===== config.mk =====
export PLATFORM = sky130hd
export DESIGN_NAME = hpt_host_port
export DESIGN_NICKNAME = d
export VERILOG_FILES = /design/src/rtl/hpt_pkg.sv /design/src/rtl/hpt_mem_if.sv /design/src/rtl/hpt_host_port.sv /design/src/rtl/hpt_aux_channel.sv
export SDC_FILE = /design/constraint.sdc
export NUM_CORES = 1
export LEC_CHECK = 0
export BUFFER_PORTS_ARGS = -buffer_cell sky130_fd_sc_hd__buf_2
export CAP_MARGIN = 10
export CORE_AREA = 2 2 197 199
export DETAILED_ROUTE_END_ITERATION = 16
export DIE_AREA = 0 0 199 201
export GPL_ROUTABILITY_DRIVEN = 0
export PLACE_DENSITY_LB_ADDON = 0.05
export SLEW_MARGIN = 20
export SYNTH_ARGS = -nofsm -noshare
export SYNTH_HDL_FRONTEND = slang
export SYNTH_SLANG_ARGS = --single-unit

===== constraint.sdc =====
create_clock -name ref_clk_i -period 20.4 [get_ports ref_clk_i]
set_input_delay 3.06 -clock ref_clk_i [delete_from_list [all_inputs] [get_ports ref_clk_i]]
set_output_delay 3.06 -clock ref_clk_i [all_outputs]
set_load 0.05 [all_outputs]

===== src/rtl/hpt_pkg.sv =====
// Package with constants and types for the host port block
//------------------------------------------------------------------------
// Overview of operation
//------------------------------------------------------------------------
// Overview of operation
// RULE1 - Host reaches pointer, data, control; core reaches control
// RULE2 - Blocked regions refused, other addresses forwarded
// RULE3 - Two halfwords merge into one word
// RULE4 - Byte enables gate data writes only
// RULE5 - Host sends first then second halfword
// RULE6 - Control bit picks which halfword is upper
// RULE7 - Two select inputs choose the register
// RULE8 - 00 control, 01 pointer, 10 increment, 11 fixed
// RULE9 - Interrupts both ways through control bits
// RULE10 - Autoincrement advances pointer one word
// RULE11 - Autoincrement read prefetches next word
// RULE12 - Ready held low while access unfinished
// RULE13 - Readiness mirrored in a control bit
// RULE14 - Unbuffered variant: not-ready after each word; a fixed read served from the prefetched word leaves ready high
// RULE15 - Buffered variants are not built here
// RULE16 - Single pointer, host only, unbuffered variant
// RULE17 - Single halfword access only with byte enables
// RULE18 - Strobes decoded from two strobes and direction; the code decodes them from the two strobes and chip select
// RULE19 - Data transfers go through auxiliary memory channel
// RULE20 - Data bus released unless answering a read
// RULE21 - Host inputs synchronised, one access per strobe
package hpt_pkg;
  localparam logic [1:0] HPT_SEL_CTRL = 2'h0;
  localparam logic [1:0] HPT_SEL_PTR = 2'h1;
  localparam logic [1:0] HPT_SEL_INC = 2'h2;
  localparam logic [1:0] HPT_SEL_FIX = 2'h3;
  localparam logic [31:0] HPT_WORD_STEP = 32'h0000_0004;
  // Control register bit positions, layout of this design
  localparam int HPT_CTL_ORDER = 0;
  localparam int HPT_CTL_CORE_INT = 1;
  localparam int HPT_CTL_HOST_INT = 2;
  localparam int HPT_CTL_READY = 3;
  localparam logic [15:0] HPT_CTL_RESET = 16'h0008;
  // Avalon register offsets (byte addresses)
  localparam logic [3:0] HPT_AV_CTRL = 4'h0;
  localparam logic [3:0] HPT_AV_BLK0_BASE = 4'h4;
  localparam logic [3:0] HPT_AV_BLK0_MASK = 4'h8;
  localparam logic [3:0] HPT_AV_PTR = 4'hC;
  typedef enum logic [2:0] {
    HPT_IDLE, HPT_WAIT_REL, HPT_MEM_WR, HPT_MEM_RD, HPT_PREFETCH
  } hpt_state_e;
endpackage : hpt_pkg


===== src/rtl/hpt_mem_if.sv =====
// Interface carrying the auxiliary memory channel requests
interface hpt_mem_if;
  logic req;
  logic we;
  logic [31:0] addr;
  logic [31:0] wdata;
  logic [3:0] be;
  logic done;
  logic [31:0] rdata;
  logic refused;
  modport port (output req, we, addr, wdata, be,
                input done, rdata, refused);
  modport chan (input req, we, addr, wdata, be,
                output done, rdata, refused);
endinterface : hpt_mem_if


===== src/rtl/hpt_host_port.sv =====
// Top of the host port: host pin side, core Avalon slave, memory master
module hpt_host_port
  import hpt_pkg::*;
(
  input wire logic ref_clk_i,
  input wire logic rst_i,
  input wire logic [15:0] host_data_bus_i,
  output logic [15:0] host_data_bus_o,
  output logic host_data_bus_oe_n_o,
  input wire logic [1:0] access_select_i,
  input wire logic halfword_select_i,
  input wire logic [1:0] write_byte_enables_n_i,
  input wire logic read_write_select_i,
  input wire logic data_strobe_one_n_i,
  input wire logic data_strobe_two_n_i,
  input wire logic chip_select_n_i,
  output logic host_ready_o,
  output logic host_interrupt_n_o,
  output logic core_interrupt_o,
  input wire logic [3:0] avs_address,
  input wire logic avs_read,
  input wire logic avs_write,
  input wire logic [31:0] avs_writedata,
  input wire logic [3:0] avs_byteenable,
  output logic [31:0] avs_readdata,
  output logic avs_waitrequest,
  output logic [31:0] mem_addr_o,
  output logic [31:0] mem_wdata_o,
  output logic [3:0] mem_be_o,
  output logic mem_we_o,
  output logic mem_req_o,
  input wire logic mem_ack_i,
  input wire logic [31:0] mem_rdata_i
);
  //----------------------------------------------------------------------
  // Input synchronisers
  //----------------------------------------------------------------------
  // Raw pins only; strobe decoding waits until after the second flop
  localparam int SYW = 25;
  logic [SYW-1:0] sy_raw, sy_a, sy_b;
  assign sy_raw = {host_data_bus_i, access_select_i, halfword_select_i,
                   write_byte_enables_n_i, read_write_select_i,
                   data_strobe_one_n_i, data_strobe_two_n_i,
                   chip_select_n_i};
  always_ff @(posedge ref_clk_i or posedge rst_i) begin
    if (rst_i) begin
      sy_a <= '1;
      sy_b <= '1;
    end else begin
      sy_a <= sy_raw; // [RULE21]
      sy_b <= sy_a;
    end
  end
  logic [15:0] s_data;
  logic [1:0] s_sel;
  logic s_hw, s_rnw, s_strobe_n, s_ds1_n, s_ds2_n, s_cs_n;
  logic [1:0] s_be_n;
  assign {s_data, s_sel, s_hw, s_be_n, s_rnw, s_ds1_n, s_ds2_n,
          s_cs_n} = sy_b;
  // Strobe counts only while exactly one data strobe is low
  assign s_strobe_n = (s_ds1_n ~^ s_ds2_n) | s_cs_n; // [RULE18]
  //----------------------------------------------------------------------
  // State
  //----------------------------------------------------------------------
  typedef struct packed {
    hpt_state_e state;
    logic [31:0] ptr;
    logic [15:0] ctl;
    logic [31:0] wbuf; // One word held, no queue [RULE15]
    logic [3:0] wbe;
    logic [31:0] rbuf;
    logic pre_valid;
    logic [15:0] dout;
    logic drive;
    logic [31:0] blk_base;
    logic [31:0] blk_mask;
    logic [31:0] avs_rd;
    logic avs_ack;
    logic req;
    logic we;
    logic [31:0] maddr;
    logic inc_after;
  } hpt_top_s;
  hpt_top_s st_reg, st_next;
  hpt_mem_if mem_bus ();
  hpt_aux_channel u_aux (
    .ref_clk_i(ref_clk_i),
    .rst_i(rst_i),
    .mem(mem_bus.chan),
    .blk_base_i(st_reg.blk_base),
    .blk_mask_i(st_reg.blk_mask),
    .mem_addr_o(mem_addr_o),
    .mem_wdata_o(mem_wdata_o),
    .mem_be_o(mem_be_o),
    .mem_we_o(mem_we_o),
    .mem_req_o(mem_req_o),
    .mem_ack_i(mem_ack_i),
    .mem_rdata_i(mem_rdata_i)
  );
  assign mem_bus.req = st_reg.req;
  assign mem_bus.we = st_reg.we;
  assign mem_bus.addr = st_reg.maddr;
  assign mem_bus.wdata = st_reg.wbuf;
  assign mem_bus.be = st_reg.wbe;
  //----------------------------------------------------------------------
  // Next state
  //----------------------------------------------------------------------
  logic upper;
  logic [15:0] hsel;
  logic [1:0] bsel;
  logic av_hit;
  always_comb begin
    st_next = st_reg;
    st_next.avs_ack = 1'b0;
    // Upper half goes first when the order bit is set
    upper = st_reg.ctl[HPT_CTL_ORDER] ? !s_hw : s_hw; // [RULE6]
    bsel = ~s_be_n; // [RULE4]
    hsel = 16'h0000;
    av_hit = (avs_read || avs_write) && !st_reg.avs_ack;
    unique case (st_reg.state)
      HPT_IDLE: begin
        if (!s_strobe_n) begin
          st_next.state = HPT_WAIT_REL; // [RULE21]
          unique case (s_sel) // [RULE7] [RULE8]
            HPT_SEL_CTRL: begin
              if (s_rnw) begin
                st_next.dout = st_reg.ctl; // [RULE1]
              end else begin
                st_next.ctl[HPT_CTL_ORDER] = s_data[HPT_CTL_ORDER];
                if (s_data[HPT_CTL_CORE_INT]) begin
                  st_next.ctl[HPT_CTL_CORE_INT] = 1'b1; // [RULE9]
                end
                if (s_data[HPT_CTL_HOST_INT]) begin
                  st_next.ctl[HPT_CTL_HOST_INT] = 1'b0;
                end
              end
            end
            HPT_SEL_PTR: begin
              if (s_rnw) begin
                st_next.dout = upper ? st_reg.ptr[31:16]
                                     : st_reg.ptr[15:0];
              end else if (upper) begin
                st_next.ptr[31:16] = s_data; // [RULE3] [RULE16]
                st_next.pre_valid = 1'b0;
              end else begin
                st_next.ptr[15:0] = s_data;
                st_next.pre_valid = 1'b0;
              end
            end
            default: begin
              if (s_rnw) begin
                hsel = upper ? st_reg.rbuf[31:16] : st_reg.rbuf[15:0];
                st_next.dout = hsel;
                if (!s_hw && !st_reg.pre_valid) begin
                  st_next.req = 1'b1; // [RULE19]
                  st_next.we = 1'b0;
                  st_next.maddr = st_reg.ptr;
                  st_next.state = HPT_MEM_RD;
                end else if (s_hw && s_sel == HPT_SEL_INC) begin
                  st_next.ptr = st_reg.ptr + HPT_WORD_STEP; // [RULE10]
                  st_next.req = 1'b1; // [RULE11]
                  st_next.we = 1'b0;
                  st_next.maddr = st_reg.ptr + HPT_WORD_STEP;
                  st_next.state = HPT_PREFETCH;
                end else if (s_hw) begin
                  st_next.pre_valid = 1'b0;
                end
              end else begin
                if (upper) begin
                  st_next.wbuf[31:16] = s_data; // [RULE3]
                  st_next.wbe[3:2] = bsel;
                end else begin
                  st_next.wbuf[15:0] = s_data;
                  st_next.wbe[1:0] = bsel;
                end
                if (!s_hw) begin
                  st_next.wbe = upper ? {bsel, 2'h0} : {2'h0, bsel};
                end
                // Second half commits; a lone first half waits for it
                if (s_hw) begin
                  st_next.req = 1'b1; // [RULE17]
                  st_next.we = 1'b1;
                  st_next.maddr = st_reg.ptr;
                  st_next.inc_after = (s_sel == HPT_SEL_INC);
                  st_next.pre_valid = 1'b0;
                  st_next.state = HPT_MEM_WR;
                end
              end
            end
          endcase
          // A read miss drives only once the memory word is back
          st_next.drive = s_rnw && (st_next.state != HPT_MEM_RD); // [RULE20]
        end
      end
      HPT_WAIT_REL: begin
        if (s_strobe_n) begin
          st_next.state = HPT_IDLE;
          st_next.drive = 1'b0; // [RULE20]
        end
      end
      HPT_MEM_WR, HPT_MEM_RD, HPT_PREFETCH: begin
        if (mem_bus.done) begin
          st_next.req = 1'b0;
          if (st_reg.state != HPT_MEM_WR) begin
            st_next.rbuf = mem_bus.rdata;
            st_next.pre_valid = (st_reg.state == HPT_PREFETCH);
          end
          if (st_reg.state == HPT_MEM_RD) begin
            hsel = upper ? mem_bus.rdata[31:16] : mem_bus.rdata[15:0];
            st_next.dout = hsel;
          end
          if (st_reg.inc_after) begin
            st_next.ptr = st_reg.ptr + HPT_WORD_STEP; // [RULE10]
            st_next.inc_after = 1'b0;
          end
          st_next.state = s_strobe_n ? HPT_IDLE : HPT_WAIT_REL;
          st_next.drive = !s_strobe_n
                          && (st_reg.drive || st_reg.state == HPT_MEM_RD);
        end else if (s_strobe_n) begin
          st_next.drive = 1'b0;
        end
      end
      default: st_next.state = HPT_IDLE;
    endcase
    st_next.ctl[HPT_CTL_READY] = (st_next.state == HPT_IDLE)
                                 || (st_next.state == HPT_WAIT_REL);
    // Core-side Avalon slave; answers in one wait cycle
    if (av_hit) begin
      st_next.avs_ack = 1'b1;
      st_next.avs_rd = 32'h0000_0000;
      unique case (avs_address)
        HPT_AV_CTRL: begin
          st_next.avs_rd = {16'h0000, st_reg.ctl}; // [RULE1] [RULE13]
          if (avs_write && avs_byteenable[0]) begin
            st_next.ctl[HPT_CTL_ORDER] = avs_writedata[HPT_CTL_ORDER];
            if (avs_writedata[HPT_CTL_CORE_INT] &&
                !(!s_strobe_n && st_reg.state == HPT_IDLE
                  && s_sel == HPT_SEL_CTRL && !s_rnw
                  && s_data[HPT_CTL_CORE_INT])) begin
              st_next.ctl[HPT_CTL_CORE_INT] = 1'b0;
            end
            if (avs_writedata[HPT_CTL_HOST_INT]) begin
              st_next.ctl[HPT_CTL_HOST_INT] = 1'b1; // [RULE9]
            end
          end
        end
        HPT_AV_BLK0_BASE: begin
          st_next.avs_rd = st_reg.blk_base;
          if (avs_write) begin
            st_next.blk_base = avs_writedata; // [RULE2]
          end
        end
        HPT_AV_BLK0_MASK: begin
          st_next.avs_rd = st_reg.blk_mask;
          if (avs_write) begin
            st_next.blk_mask = avs_writedata;
          end
        end
        HPT_AV_PTR: st_next.avs_rd = st_reg.ptr;
        default: st_next.avs_rd = 32'h0000_0000;
      endcase
    end
  end
  always_ff @(posedge ref_clk_i or posedge rst_i) begin
    if (rst_i) begin
      st_reg <= '0;
      st_reg.ctl <= HPT_CTL_RESET;
    end else begin
      st_reg <= st_next;
    end
  end
  //----------------------------------------------------------------------
  // Outputs
  //----------------------------------------------------------------------
  // Ready drops for each data word that starts a memory access, until the memory side finishes
  assign host_ready_o = st_reg.ctl[HPT_CTL_READY]; // [RULE12] [RULE14]
  assign host_interrupt_n_o = !st_reg.ctl[HPT_CTL_HOST_INT];
  assign core_interrupt_o = st_reg.ctl[HPT_CTL_CORE_INT];
  assign host_data_bus_o = st_reg.dout;
  assign host_data_bus_oe_n_o = !st_reg.drive; // [RULE20]
  assign avs_readdata = st_reg.avs_rd;
  assign avs_waitrequest = (avs_read || avs_write) && !st_reg.avs_ack;
endmodule : hpt_host_port


===== src/rtl/hpt_aux_channel.sv =====
// Auxiliary channel: guards blocked regions, drives the memory master
module hpt_aux_channel
  import hpt_pkg::*;
(
  input wire logic ref_clk_i,
  input wire logic rst_i,
  hpt_mem_if.chan mem,
  input wire logic [31:0] blk_base_i,
  input wire logic [31:0] blk_mask_i,
  output logic [31:0] mem_addr_o,
  output logic [31:0] mem_wdata_o,
  output logic [3:0] mem_be_o,
  output logic mem_we_o,
  output logic mem_req_o,
  input wire logic mem_ack_i,
  input wire logic [31:0] mem_rdata_i
);
  typedef struct packed {
    logic busy;
    logic done;
    logic refused;
    logic [31:0] rdata;
  } hpt_aux_s;
  hpt_aux_s st_reg, st_next;
  logic blocked;
  assign blocked = ((mem.addr & blk_mask_i) == blk_base_i)
                   && (blk_mask_i != 32'h0000_0000);
  always_comb begin
    st_next = st_reg;
    st_next.done = 1'b0;
    st_next.refused = 1'b0;
    if (!st_reg.busy && mem.req && !st_reg.done) begin
      if (blocked) begin
        st_next.done = 1'b1; // [RULE2]
        st_next.refused = 1'b1;
        st_next.rdata = 32'h0000_0000;
      end else begin
        st_next.busy = 1'b1; // [RULE19]
      end
    end else if (st_reg.busy && mem_ack_i) begin
      st_next.busy = 1'b0;
      st_next.done = 1'b1;
      st_next.rdata = mem_rdata_i;
    end
  end
  always_ff @(posedge ref_clk_i or posedge rst_i) begin
    if (rst_i) begin
      st_reg <= '0;
    end else begin
      st_reg <= st_next;
    end
  end
  assign mem_req_o = st_reg.busy;
  assign mem_we_o = mem.we;
  assign mem_addr_o = mem.addr;
  assign mem_wdata_o = mem.wdata;
  assign mem_be_o = mem.be;
  assign mem.done = st_reg.done;
  assign mem.rdata = st_reg.rdata;
  assign mem.refused = st_reg.refused;
endmodule : hpt_aux_channel


# Word-level counts from Yosys, hierarchy flattened
# Index checks and enable logic that the tools add are counted.
[word_totals] output_inout_bits=123 rom_bits=0 latch_bits=0 ram_bits=0 register_bits=341 mem_count=0 input_bits=102
[classes] reduce_logical=56 addsub=1 n_div=0 multipliers=0 n_lt_le_gt_ge=0 bitwise_logic=8 muxes=79 n_shift=0 n_eq_ne=38
[op_table] cell="2-to-1 mux 35 bit" count=6
[op_table] cell="2-to-1 mux 32 bit" count=6
[op_table] cell="2-to-1 mux 16 bit" count=11
[op_table] cell="2-to-1 mux 34 bit" count=4
[op_table] cell="case mux 32 bit (2 select lines)" count=2
[op_table] cell="case mux 32 bit (4 select lines)" count=1
[op_table] cell="2-to-1 mux 39 bit" count=2
[op_table] cell="2-to-1 mux 36 bit" count=2
[op_table] cell="case mux 17 bit (2 select lines)" count=1
[op_table] cell="2-to-1 mux 3 bit" count=11
[op_table] cell="adder 32 x 3 -> 32 bit (second input constant)" count=1
[op_table] cell="AND 32 bit" count=1
[op_table] cell="equality test 32 bit" count=1
[op_table] cell="case mux 16 bit (2 select lines)" count=1
[op_table] cell="nonzero test 32 bit" count=1
[op_table] cell="AND reduction 5 bit" count=6
[op_table] cell="inequality test 2 bit (second input constant)" count=11
[op_table] cell="AND reduction 10 bit" count=2
[op_table] cell="2-to-1 mux 1 bit" count=18
[op_table] cell="2-to-1 mux 18 bit" count=1
[op_table] cell="inequality test 3 bit (second input constant)" count=6
[op_table] cell="2-to-1 mux 17 bit" count=1
[op_table] cell="logical AND 1 bit" count=15
[op_table] cell="inequality test 3 x 2 -> 1 bit (second input constant)" count=5
[op_table] cell="32 further kinds" count=66

# Logic depth before layout (Yosys ltp)
# Gate-level depths: netlist of the first run.
[logic_depth] ltp_word=13 depth_mapped=9

# Modules after synthesis
# From an unflattened synthesis of the first run, not the netlist that was laid out.
[hier_totals] cells_unflattened=1547 hier_area_um2=17187.7
[by_module_without_submodules] module="hpt_host_port" cells_each=1263 area_each_um2=14549.0 instances=1
[by_module_without_submodules] module="hpt_aux_channel" cells_each=284 area_each_um2=2638.8 instances=1

# Worst setup path after synthesis of the first run
# No wires, ideal clock.
[synth_path] path_kind="in2out" startpoint="input port avs_read" endpoint="output port avs_waitrequest" n_path_buf=1 arrival_ns=3.934 cell_stages=3 required_time_ns=17.340 slack_ns=13.406 path_cell_list="o21bai_1 -> clkbuf_1 -> inv_1"
[synth_between] elab_chain_cells=2
[synth_rtl] element="start, declared" line_no="hpt_host_port.sv:21" rtl="input wire logic avs_read,"
[synth_rtl] element="logical OR 1 bit" line_no="hpt_host_port.sv:282" rtl="assign avs_waitrequest = (avs_read || avs_write) && !st_reg.avs_ack;"
[synth_rtl] element="logical AND 1 bit" line_no="hpt_host_port.sv:282"
[synth_rtl] element="end, declared" line_no="hpt_host_port.sv:26" rtl="output logic avs_waitrequest,"
# No other way between the ends.

# Final worst setup path of the first run
# Ends and elaborated chain as after synthesis.

==> out/results.tsv, run 1 <==
stage	metric	value	unit
status	status	finished clean	
placement	placed_area	0.01753	mm2
synthesis	seq_area_frac_synth	50.90	%
drt	m1WireLength	22470	um
die	start_util	44.33	%
synthesis	yosysMostFrequentCell	dfrtp_1	
final_layout	diodes	0	
timing	fin_crit_sh	34.34	%
setup_path	crit_fanout	34	
clocking	clk_path_buf_depth	3	
final_layout	largest_register_ffs	137	
drt	wire_per_inst	22.89	um
clocking	cts.reportedPaths.clkPinSlew	60	ps
die	ios	225	
timing	tightestPinTransition	1145	ps
drt	totalWireLength	49200	um
run	maxCapViolations	0	
die	core_area	0.03811	mm2
setup_path	max_stage_delay	350	ps
placement	place_ws	13370	ps
clocking	cts_max_level	2	
synthesis	avgSynthCellArea	10.93	um2
clocking	clk_latency	570	ps
setup_path	critPathRequiredTime	17340	ps
final_layout	fin_util	49.60	%
setup_path	cp_common_cell	buf_2	
setup_path	cp-end-kind	primary output	
synthesis	synth_cell_types	74	
drt	viasPerCell	5.652	
drt	dr_wl_met3	2998	um
synthesis	synthCells	1546	
timing	min_period	7005	ps
timing	fmax	142.8	MHz
drt	dr.pass1.iters	5	
clocking	postCtsHoldBufs	0	
hold_path	hp-class	flip-flop to flip-flop	
timing	setup_viol	0	
synthesis	synth.largest_area_cell	dfrtp_1	
grt	grt-ovfl-total	0	
clocking	cts_tree	built	
drt	drc	0	
clocking	postCtsSetupBuffers	0	
clocking	post_cts_resized	0	
synthesis	synth.cell_area	0.01689	mm2
setup_path	critPathArrivalTime	3940	ps
die	fp.dieH	201	um
synthesis	synthTopCellsByArea	dfrtp_1 (43%), dfstp_2 (7.9%), mux2_2 (7.5%), buf_4 (5.2%), mux2i_1 (4.9%)	
timing	slew_headroom	23.67	%
setup_path	cp_cell_sequence	buf_2 -> o21bai_2 -> buf_4 -> inv_1 -> buf_2	
final_layout	layout.nets	1705	
die	die_x	199	um
drt	vias	12150	
die	rows	72	
final_layout	final_area	0.01890	mm2
timing	timing.final.ws_setup	13400	ps
setup_path	cp-start-kind	input port	
power_and_ir_drop	p_per_area	143.1	mW/mm2
power_and_ir_drop	power.leakage	0.008501	uW
setup_path	crit_type	input port to primary output	
grt	grt_max_degree	136	
clocking	cts_root_buf	clkbuf_16	
synthesis	ys_warn_count	0	
clocking	cts.sinks	341	
synthesis	synth_edf_count	0	
grt	antenna_found_initial	0	
timing	maxSlewViolCount	0	
synthesis	async_flop_share	100.0	%
synthesis	synth_top_area_share	42.96	%
timing	skew	30.45	ps
grt	grt_pass1_wl	75500	um
final_layout	area_delta_synth_final	11.90	%
synthesis	syn-num-nets	1651	
synthesis	synth_top_flop_cell	dfrtp_1	
setup_path	slowest_stage	buf_4	
drt	wl_met2	22410	um
drt	highest_layer	met4	
placement	io_buffer_count	221	
timing	timing_hold_violations_final	0	
power_and_ir_drop	ir_drop	0.00009338	V
clocking	numCtsBuffers	39	
die	die-area	0.04000	mm2
grt	grtUsageTotal	24.92	%
timing	rsz0062_at_grt	false	
synthesis	synth_seq_cells	341	
drt	ant_nets	0	
final_layout	drive_gt1_share	30.47	%
synthesis	yosys-top-cells-count	dfrtp_1 (290), buf_4 (117), a21oi_1 (113), mux2_2 (113), nand2_1 (85)	
grt	grt_pass1_vias	11960	
drt	drtIter0Drc	804	
timing	tns	0	ps
placement	dpl.hpwl	34260	um
[power breakdown]
group	total [uW]	switching (uW)	internal, uW
combinational	898	593	305
clock	723	292	431
sequential	1080	210	874
[final cells by class]
type	count	area (um2)
Clock buffer	58	1189
Clock inverter	14	146.4
Inverter	24	97.59
Tap cell	518	648.1
Sequential cell	341	8597
Multi-Input combinational cell	956	6965
Timing Repair Buffer	238	1257
Fill cell	3519	19210
[path summary, 6_finish.rpt]
check | start | end | slack (ps) | depth (start not counted)
max in group asynchronous | rst_i | mem_bus.wdata[19] | 16340 | 3
min reg2reg | sy_a[11] | sy_b[11] | 350 | 0
max | avs_read | avs_waitrequest | 13400 | 5
min in group asynchronous | rst_i | avs_readdata[30] | 2670 | 2
min | sy_a[11] | sy_b[11] | 350 | 0
max reg2reg | sy_b[7] | st_reg[236] | 17090 | 5
[worst max-delay path, delay by kind of cell]
kind / cells / cell delay, ps
buffers and inverters: 4 / 760
AOI/OAI and AO/OA: 1 / 110
[per-stage QoR]
stage	instances	hold WS, ps	total power [uW]
3_5_place_dp	2076	346.8	1996
4_1_cts	2148	352.2	2727
6_report	2149	351.7	2704
3_3_place_gp	2076	345.6	1979
2_1_floorplan	1546	345.2	1828
5_1_grt	2149	356.9	2845
[placed cells by master, fill, tap and decap left out, types with 20 or more instances in the layout]
master       n
o21ai_1     24
xnor2_1     30
mux2_1      34
o21ai_0     63
nor2_1      76
dfstp_2     51
a21oi_1    112
dfrtp_1    290
mux2i_1     82
mux2_2     113
buf_2      221
inv_1       22
o22ai_1     21
nor3_1      27
nand3_1     24
nand2_1     82
nor4_1      20
clkbuf_16   40
a22o_1      36
[routing by layer]
layer | vias to the layer above | track usage, %
met5 | - | 0
met4 | 0 | 7.356
met3 | 64 | 4.688
met2 | 407 | 38.25
met1 | 6092 | 35.87
li1 | 5583 | -
[cell families (layout without fill, tap and decap cells)]
kind of cell    count (synthesis)  count (layout)  share of synthesized area (%)
compound gates                373             373                          14.60
xor+xnor                       39              39                          2.022
fa+ha+maj                       3               3                         0.2222
buf+inv                       249             334                          8.407
flops                         341             341                          50.90
mux                           229             229                          14.66
simple gates                  312             312                          9.193
Note: power is estimated with default switching activity, not from simulation.
==> inputs of run 2 (changes only) <==
clock period = 6.3 ns   (was 20.4 ns; I/O delays follow)
==> out/results.tsv, run 2 (synthesized netlist as in run 1, its figures left out) <==
stage	metric	value	unit	change
final_layout	layout_common_cells	dfrtp_1 (290), buf_2 (221), mux2_2 (113)		
clocking	cts.reportedPaths.clkPinSlew	60	ps	about the same
grt	antenna_found_initial	0		unchanged
clocking	cts.sinks	341		unchanged
grt	grt_max_degree	170		+25%
timing	timing_hold_violations_final	0		unchanged
power_and_ir_drop	clockPowerShare	26.1	%	-0.6 points
die	rows	72		unchanged
power_and_ir_drop	power_frac_seq	40.4	%	+0.3 points
timing	fin_crit_sh	52.47	%	
grt	grtUsageTotal	24.85	%	-0.071 points
drt	drtIter0Drc	890		+11%
setup_path	cp_cell_sequence	nand2b_1 -> o211a_1 -> a2111o_1 -> a221oi_1 -> nor2_1		
setup_path	critPathRequiredTime	6740	ps	-10600 ps
timing	tns	0	ps	unchanged
clocking	post_cts_resized	0		unchanged
drt	vias	12320		+1.4%
setup_path	critPathArrivalTime	3740	ps	-200 ps
status	status	finished clean		
final_layout	fillers	3577		+1.6%
die	fp.dieH	201	um	unchanged
grt	grt_pass1_wl	75230	um	-0.36%
clocking	clk_path_buf_depth	3		unchanged
hold_path	hp-class	flip-flop to flip-flop		
drt	dr.pass1.iters	5		unchanged
die	die_x	199	um	unchanged
drt	viasPerCell	5.732		+1.4%
timing	min_period	3306	ps	
final_layout	area_delta_synth_final	11.53	%	
grt	grt-ovfl-total	0		unchanged
drt	totalWireLength	49560	um	+0.74%
final_layout	regArea	0.008597	mm2	unchanged
grt	grt_pass1_vias	11950		-0.033%
final_layout	largest_register_ffs	137		unchanged
timing	rsz0062_at_grt	false		
timing	tightestPinTransition	1141	ps	-4.347 ps
die	ios	225		unchanged
clocking	clk_latency	560	ps	about the same
die	core_area	0.03811	mm2	unchanged
setup_path	crit_fanout	23		-32%
drt	ant_nets	0		unchanged
drt	wire_per_inst	23.06	um	+0.74%
power_and_ir_drop	switching_share	40.87	%	+0.37 points
placement	io_buffer_count	221		unchanged
die	die-area	0.04000	mm2	unchanged
setup_path	cp-start-kind	flip-flop		
run	maxCapViolations	0		unchanged
setup_path	slowest_stage	a2111o_1		
clocking	postCtsSetupBuffers	0		unchanged
timing	setup_viol	0		unchanged
setup_path	crit_type	flip-flop to flip-flop		
clocking	postCtsHoldBufs	0		unchanged
setup_path	crit_buf_inv	0		-4
timing	slew_headroom	23.96	%	+0.29 points
power_and_ir_drop	p_per_area	461.6	mW/mm2	+220%
power_and_ir_drop	ir_drop	0.0003430	V	+270%
power_and_ir_drop	cellInternalPower	5142	uW	+220%
final_layout	multi_input_area	0.006964	mm2	about the same
final_layout	layout_commonest_cell	dfrtp_1		
setup_path	crit_family	compound AO/OA/AOI/OAI gates		
final_layout	fin_util	49.44	%	-0.16 points
timing	fmax	302.5	MHz	
placement	dpl.hpwl	34280	um	about the same
setup_path	max_stage_delay	790	ps	+440 ps
clocking	numCtsBuffers	41		+5.1%
drt	drc	0		unchanged
timing	maxSlewViolCount	0		unchanged
setup_path	cp-end-kind	flip-flop		
power_and_ir_drop	pwr-share-comb	33.5	%	+0.3 points
clocking	cts_max_level	2		unchanged
clocking	cts_tree	built		
final_layout	layout.nets	1705		unchanged
timing	skew	17.65	ps	-12.79 ps
final_layout	diodes	0		unchanged
clocking	cts_root_buf	clkbuf_16		
power_and_ir_drop	power.leakage	0.008485	uW	-0.19%
final_layout	drive_gt1_share	30.35	%	-0.12 points
power_and_ir_drop	switchingPower	3554	uW	+220%
die	start_util	44.33	%	unchanged
==> run 2: final timing paths <==
kind,start,to,slack [ps],cells after the start
setup / recovery,sy_b[7],st_reg[237],2990,5
hold / removal,sy_a[0],sy_b[0],350,0
setup reg to reg,sy_b[7],st_reg[237],2990,5
hold reg to reg,sy_a[0],sy_b[0],350,0
max in group asynchronous,rst_i,mem_bus.wdata[26],4350,3
min in group asynchronous,rst_i,avs_readdata[27],520,2
==> run 2: area by class of cell <==
type	count	area share, %
inverters	24	0.4981
clock inverters	15	0.4715
multi-input cells	956	36.97
flip-flops and latches	341	45.63
well taps	518	3.440
repair buffers	236	6.602
clock buffers	59	6.389
==> run 2: per-stage QoR <==
stage                     cells  hold WS, ps  power (uW)  worst slack (ps)  area (um2)
final                      2149        345.5        8697              2994       18840
after global routing       2149        346.3        9144              2850       18840
after CTS                  2149        347.2        8773              3018       18830
after detailed placement   2075        346.8        6467              2997       17540
after global placement     2075        345.4        6410              3018       17540
after floorplan            1546        345.2        5922             836.1       16900
==> run 2: worst register-to-register path, stage by stage, from the launching register on <==
cell and delay (ps):
dfstp_2 770, nand2b_1 620, o211a_1 540, a2111o_1 790, a221oi_1 410, nor2_1 70
==> run 2: power groups by stage <==
stage | logic (uW) | clock network [uW] | registers (uW)
final | 2910 | 2270 | 3510
after global routing | 3110 | 2430 | 3610
after CTS | 2940 | 2330 | 3500
after detailed placement | 2930 | 0 | 3540
after global placement | 2890 | 0 | 3520
after floorplan | 2680 | 0 | 3240
==> run 2: layer usage <==
metal	vias up	part of all wire [%]	global-route usage, %	routed length [um]
li1	5604	-	-	-
met1	6231	46	36.07	22810
met2	407	45	37.96	22530
met3	76	5.6	3.696	2754
met4	0	2.9	8.529	1460
met5	-	0	0	0
==> inputs of run 3 (changes only) <==
clock period = 3.3 ns   (was 6.3 ns; I/O delays follow)
==> out/results.tsv, run 3 (synthesized netlist as in run 1, its figures left out) <==
stage	metric	value	unit	change
power_and_ir_drop	pwr-share-comb	34.8	%	+1.3 points
clocking	cts.reportedPaths.clkPinSlew	60	ps	about the same
clocking	cts.sinks	341		unchanged
clocking	cts_max_level	2		unchanged
setup_path	cp_common_cell	or3_1		
drt	wire_per_inst	22.60	um	-2.0%
clocking	clk_path_buf_depth	3		unchanged
final_layout	largest_register_ffs	137		unchanged
clocking	cts_root_buf	clkbuf_16		
timing	timing.final.ws_setup	353.2	ps	-2641 ps
power_and_ir_drop	ir_drop	0.0004371	V	+27%
clocking	postCtsSetupBuffers	0		unchanged
run	maxCapViolations	0		unchanged
timing	fmax	339.3	MHz	+12%
drt	m1WireLength	22260	um	-2.4%
setup_path	crit_type	flip-flop to flip-flop		
final_layout	fillers	3548		-0.81%
drt	drtIter0Drc	859		-3.5%
drt	dr.pass1.iters	6		+1
timing	slew_headroom	36.96	%	+13 points
power_and_ir_drop	finalPower	16890	uW	+94%
hold_path	whs_path_depth	1		+1
final_layout	diodes	0		unchanged
setup_path	slowest_stage	or3_1		
final_layout	final_area	0.01931	mm2	+2.5%
drt	viasPerCell	5.656		-1.3%
timing	tightestPinTransition	945.7	ps	-195.0 ps
power_and_ir_drop	cellInternalPower	10150	uW	+97%
timing	maxSlewViolCount	0		unchanged
final_layout	layout_common_cells	dfrtp_1 (290), buf_2 (221), mux2_2 (113)		
setup_path	reg2regPathDepth	5		unchanged
status	status	finished clean		
grt	grtUsageTotal	25.11	%	+0.27 points
final_layout	drive_gt1_share	31.92	%	+1.6 points
grt	grt-ovfl-total	0		unchanged
timing	tns	0	ps	unchanged
die	start_util	44.33	%	unchanged
setup_path	crit_fanout	16		-30%
setup_path	critPathRequiredTime	3730	ps	-3010 ps
clocking	clk_latency	560	ps	about the same
setup_path	r2r_slack	350	ps	-2640 ps
placement	dpl.hpwl	36030	um	+5.1%
drt	totalWireLength	49580	um	about the same
power_and_ir_drop	switching_share	39.89	%	-0.98 points
timing	rsz0062_at_grt	false		
drt	wl_met2	22820	um	+1.3%
clocking	numCtsBuffers	40		-2.4%
final_layout	area_delta_synth_final	14.30	%	
timing	hold_ws	37.74	ps	-307.8 ps
timing	setup_viol	0		unchanged
die	fp.dieH	201	um	unchanged
power_and_ir_drop	power.leakage	0.008750	uW	+3.1%
final_layout	multi_input_area	0.006954	mm2	-0.14%
grt	antenna_found_initial	1		+1
grt	grt_max_degree	58		-66%
drt	dr_wl_met3	2871	um	+4.2%
hold_path	hp-class	input port to flip-flop		
grt	grt_pass1_vias	12270		+2.7%
timing	fin_crit_sh	89.30	%	+37 points
clocking	post_cts_resized	0		unchanged
power_and_ir_drop	clockPowerShare	26.5	%	+0.4 points
timing	skew	21.58	ps	+3.927 ps
drt	ant_nets	0		unchanged
drt	vias	12410		+0.74%
die	rows	72		unchanged
setup_path	cp_cell_sequence	or3_4 -> or3_1 -> or3_1 -> nor2_8 -> mux2_1		
die	die-area	0.04000	mm2	unchanged
clocking	postCtsHoldBufs	0		unchanged
placement	placed_area	0.01798	mm2	+2.5%
setup_path	critPathArrivalTime	3370	ps	-370 ps
grt	grt_pass1_wl	75720	um	+0.65%
power_and_ir_drop	power_frac_seq	38.7	%	-1.7 points
final_layout	regArea	0.008597	mm2	unchanged
die	die_x	199	um	unchanged
die	ios	225		unchanged
power_and_ir_drop	p_per_area	874.9	mW/mm2	+90%
placement	place_ws	359.6	ps	-2638 ps
die	core_area	0.03811	mm2	unchanged
final_layout	layout_commonest_cell	dfrtp_1		
setup_path	cp-start-kind	flip-flop		
drt	highest_layer	met5		
setup_path	max_stage_delay	600	ps	-190 ps
clocking	cts_tree	built		
timing	timing_hold_violations_final	0		unchanged
drt	drc	0		unchanged
timing	min_period	2947	ps	-358.8 ps
power_and_ir_drop	switchingPower	6737	uW	+90%
setup_path	cp-end-kind	flip-flop		
placement	io_buffer_count	221		unchanged
final_layout	layout.nets	1753		+2.8%
## run 3: cell types whose count changed in the layout (fill, tap and decap cells not counted), sizes merged
| cell | before | now |
|---|---|---|
| inv | 24 | 23 |
| bufinv | 0 | 4 |
| clkinv | 13 | 8 |
| clkbuf | 59 | 57 |
| buf | 236 | 285 |
## run 3: layer usage
metal	track usage, %	vias up
met5	0	-
met2	39.50	438
met3	4.032	87
li1	-	5672
met4	9.408	2
met1	34.94	6210
## run 3: area by class of cell
type	count	share of cell area, %
flip-flops and latches	341	44.53
multi-input cells	956	36.02
repair buffers	285	8.736
clock buffers	57	5.988
well taps	518	3.357
clock inverters	13	0.8814
inverters	24	0.4861
## run 3: power by group through the flow
| stage | sequential (uW) | combinational, uW | clock, uW |
|---|---|---|---|
| finish | 6540 | 5880 | 4480 |
| CTS | 6530 | 5940 | 4590 |
| global route | 6720 | 6290 | 4780 |
| detailed placement | 6600 | 5920 | 0 |
| global placement | 6570 | 5850 | 0 |
| floorplan | 6180 | 5120 | 0 |
## run 3: path summary, 6_finish.rpt
kind / start / end
worst max-delay path: st_reg[268] / mem_bus.wdata[30]
worst min-delay path: halfword_select_i / sy_a[6]
worst max register to register: st_reg[268] / mem_bus.wdata[30]
worst min register to register: sy_a[4] / sy_b[4]
max in group asynchronous: rst_i / sy_b[20]
min in group asynchronous: rst_i / st_reg[128]
## run 3: stage by stage
| step | cells | util, % |
|---|---|---|
| after detailed placement | 2124 | 47.18 |
| after floorplan | 1546 | - |
| after global placement | 2124 | 47.18 |
| after CTS | 2194 | 50.66 |
| final | 2194 | 50.66 |
| after global routing | 2194 | 50.66 |
## run 3: worst max-delay path, delay by kind of cell, from the launching register on
family        cells  cell delay, ps
flops             1             540
mux               1             380
simple gates      4            1900
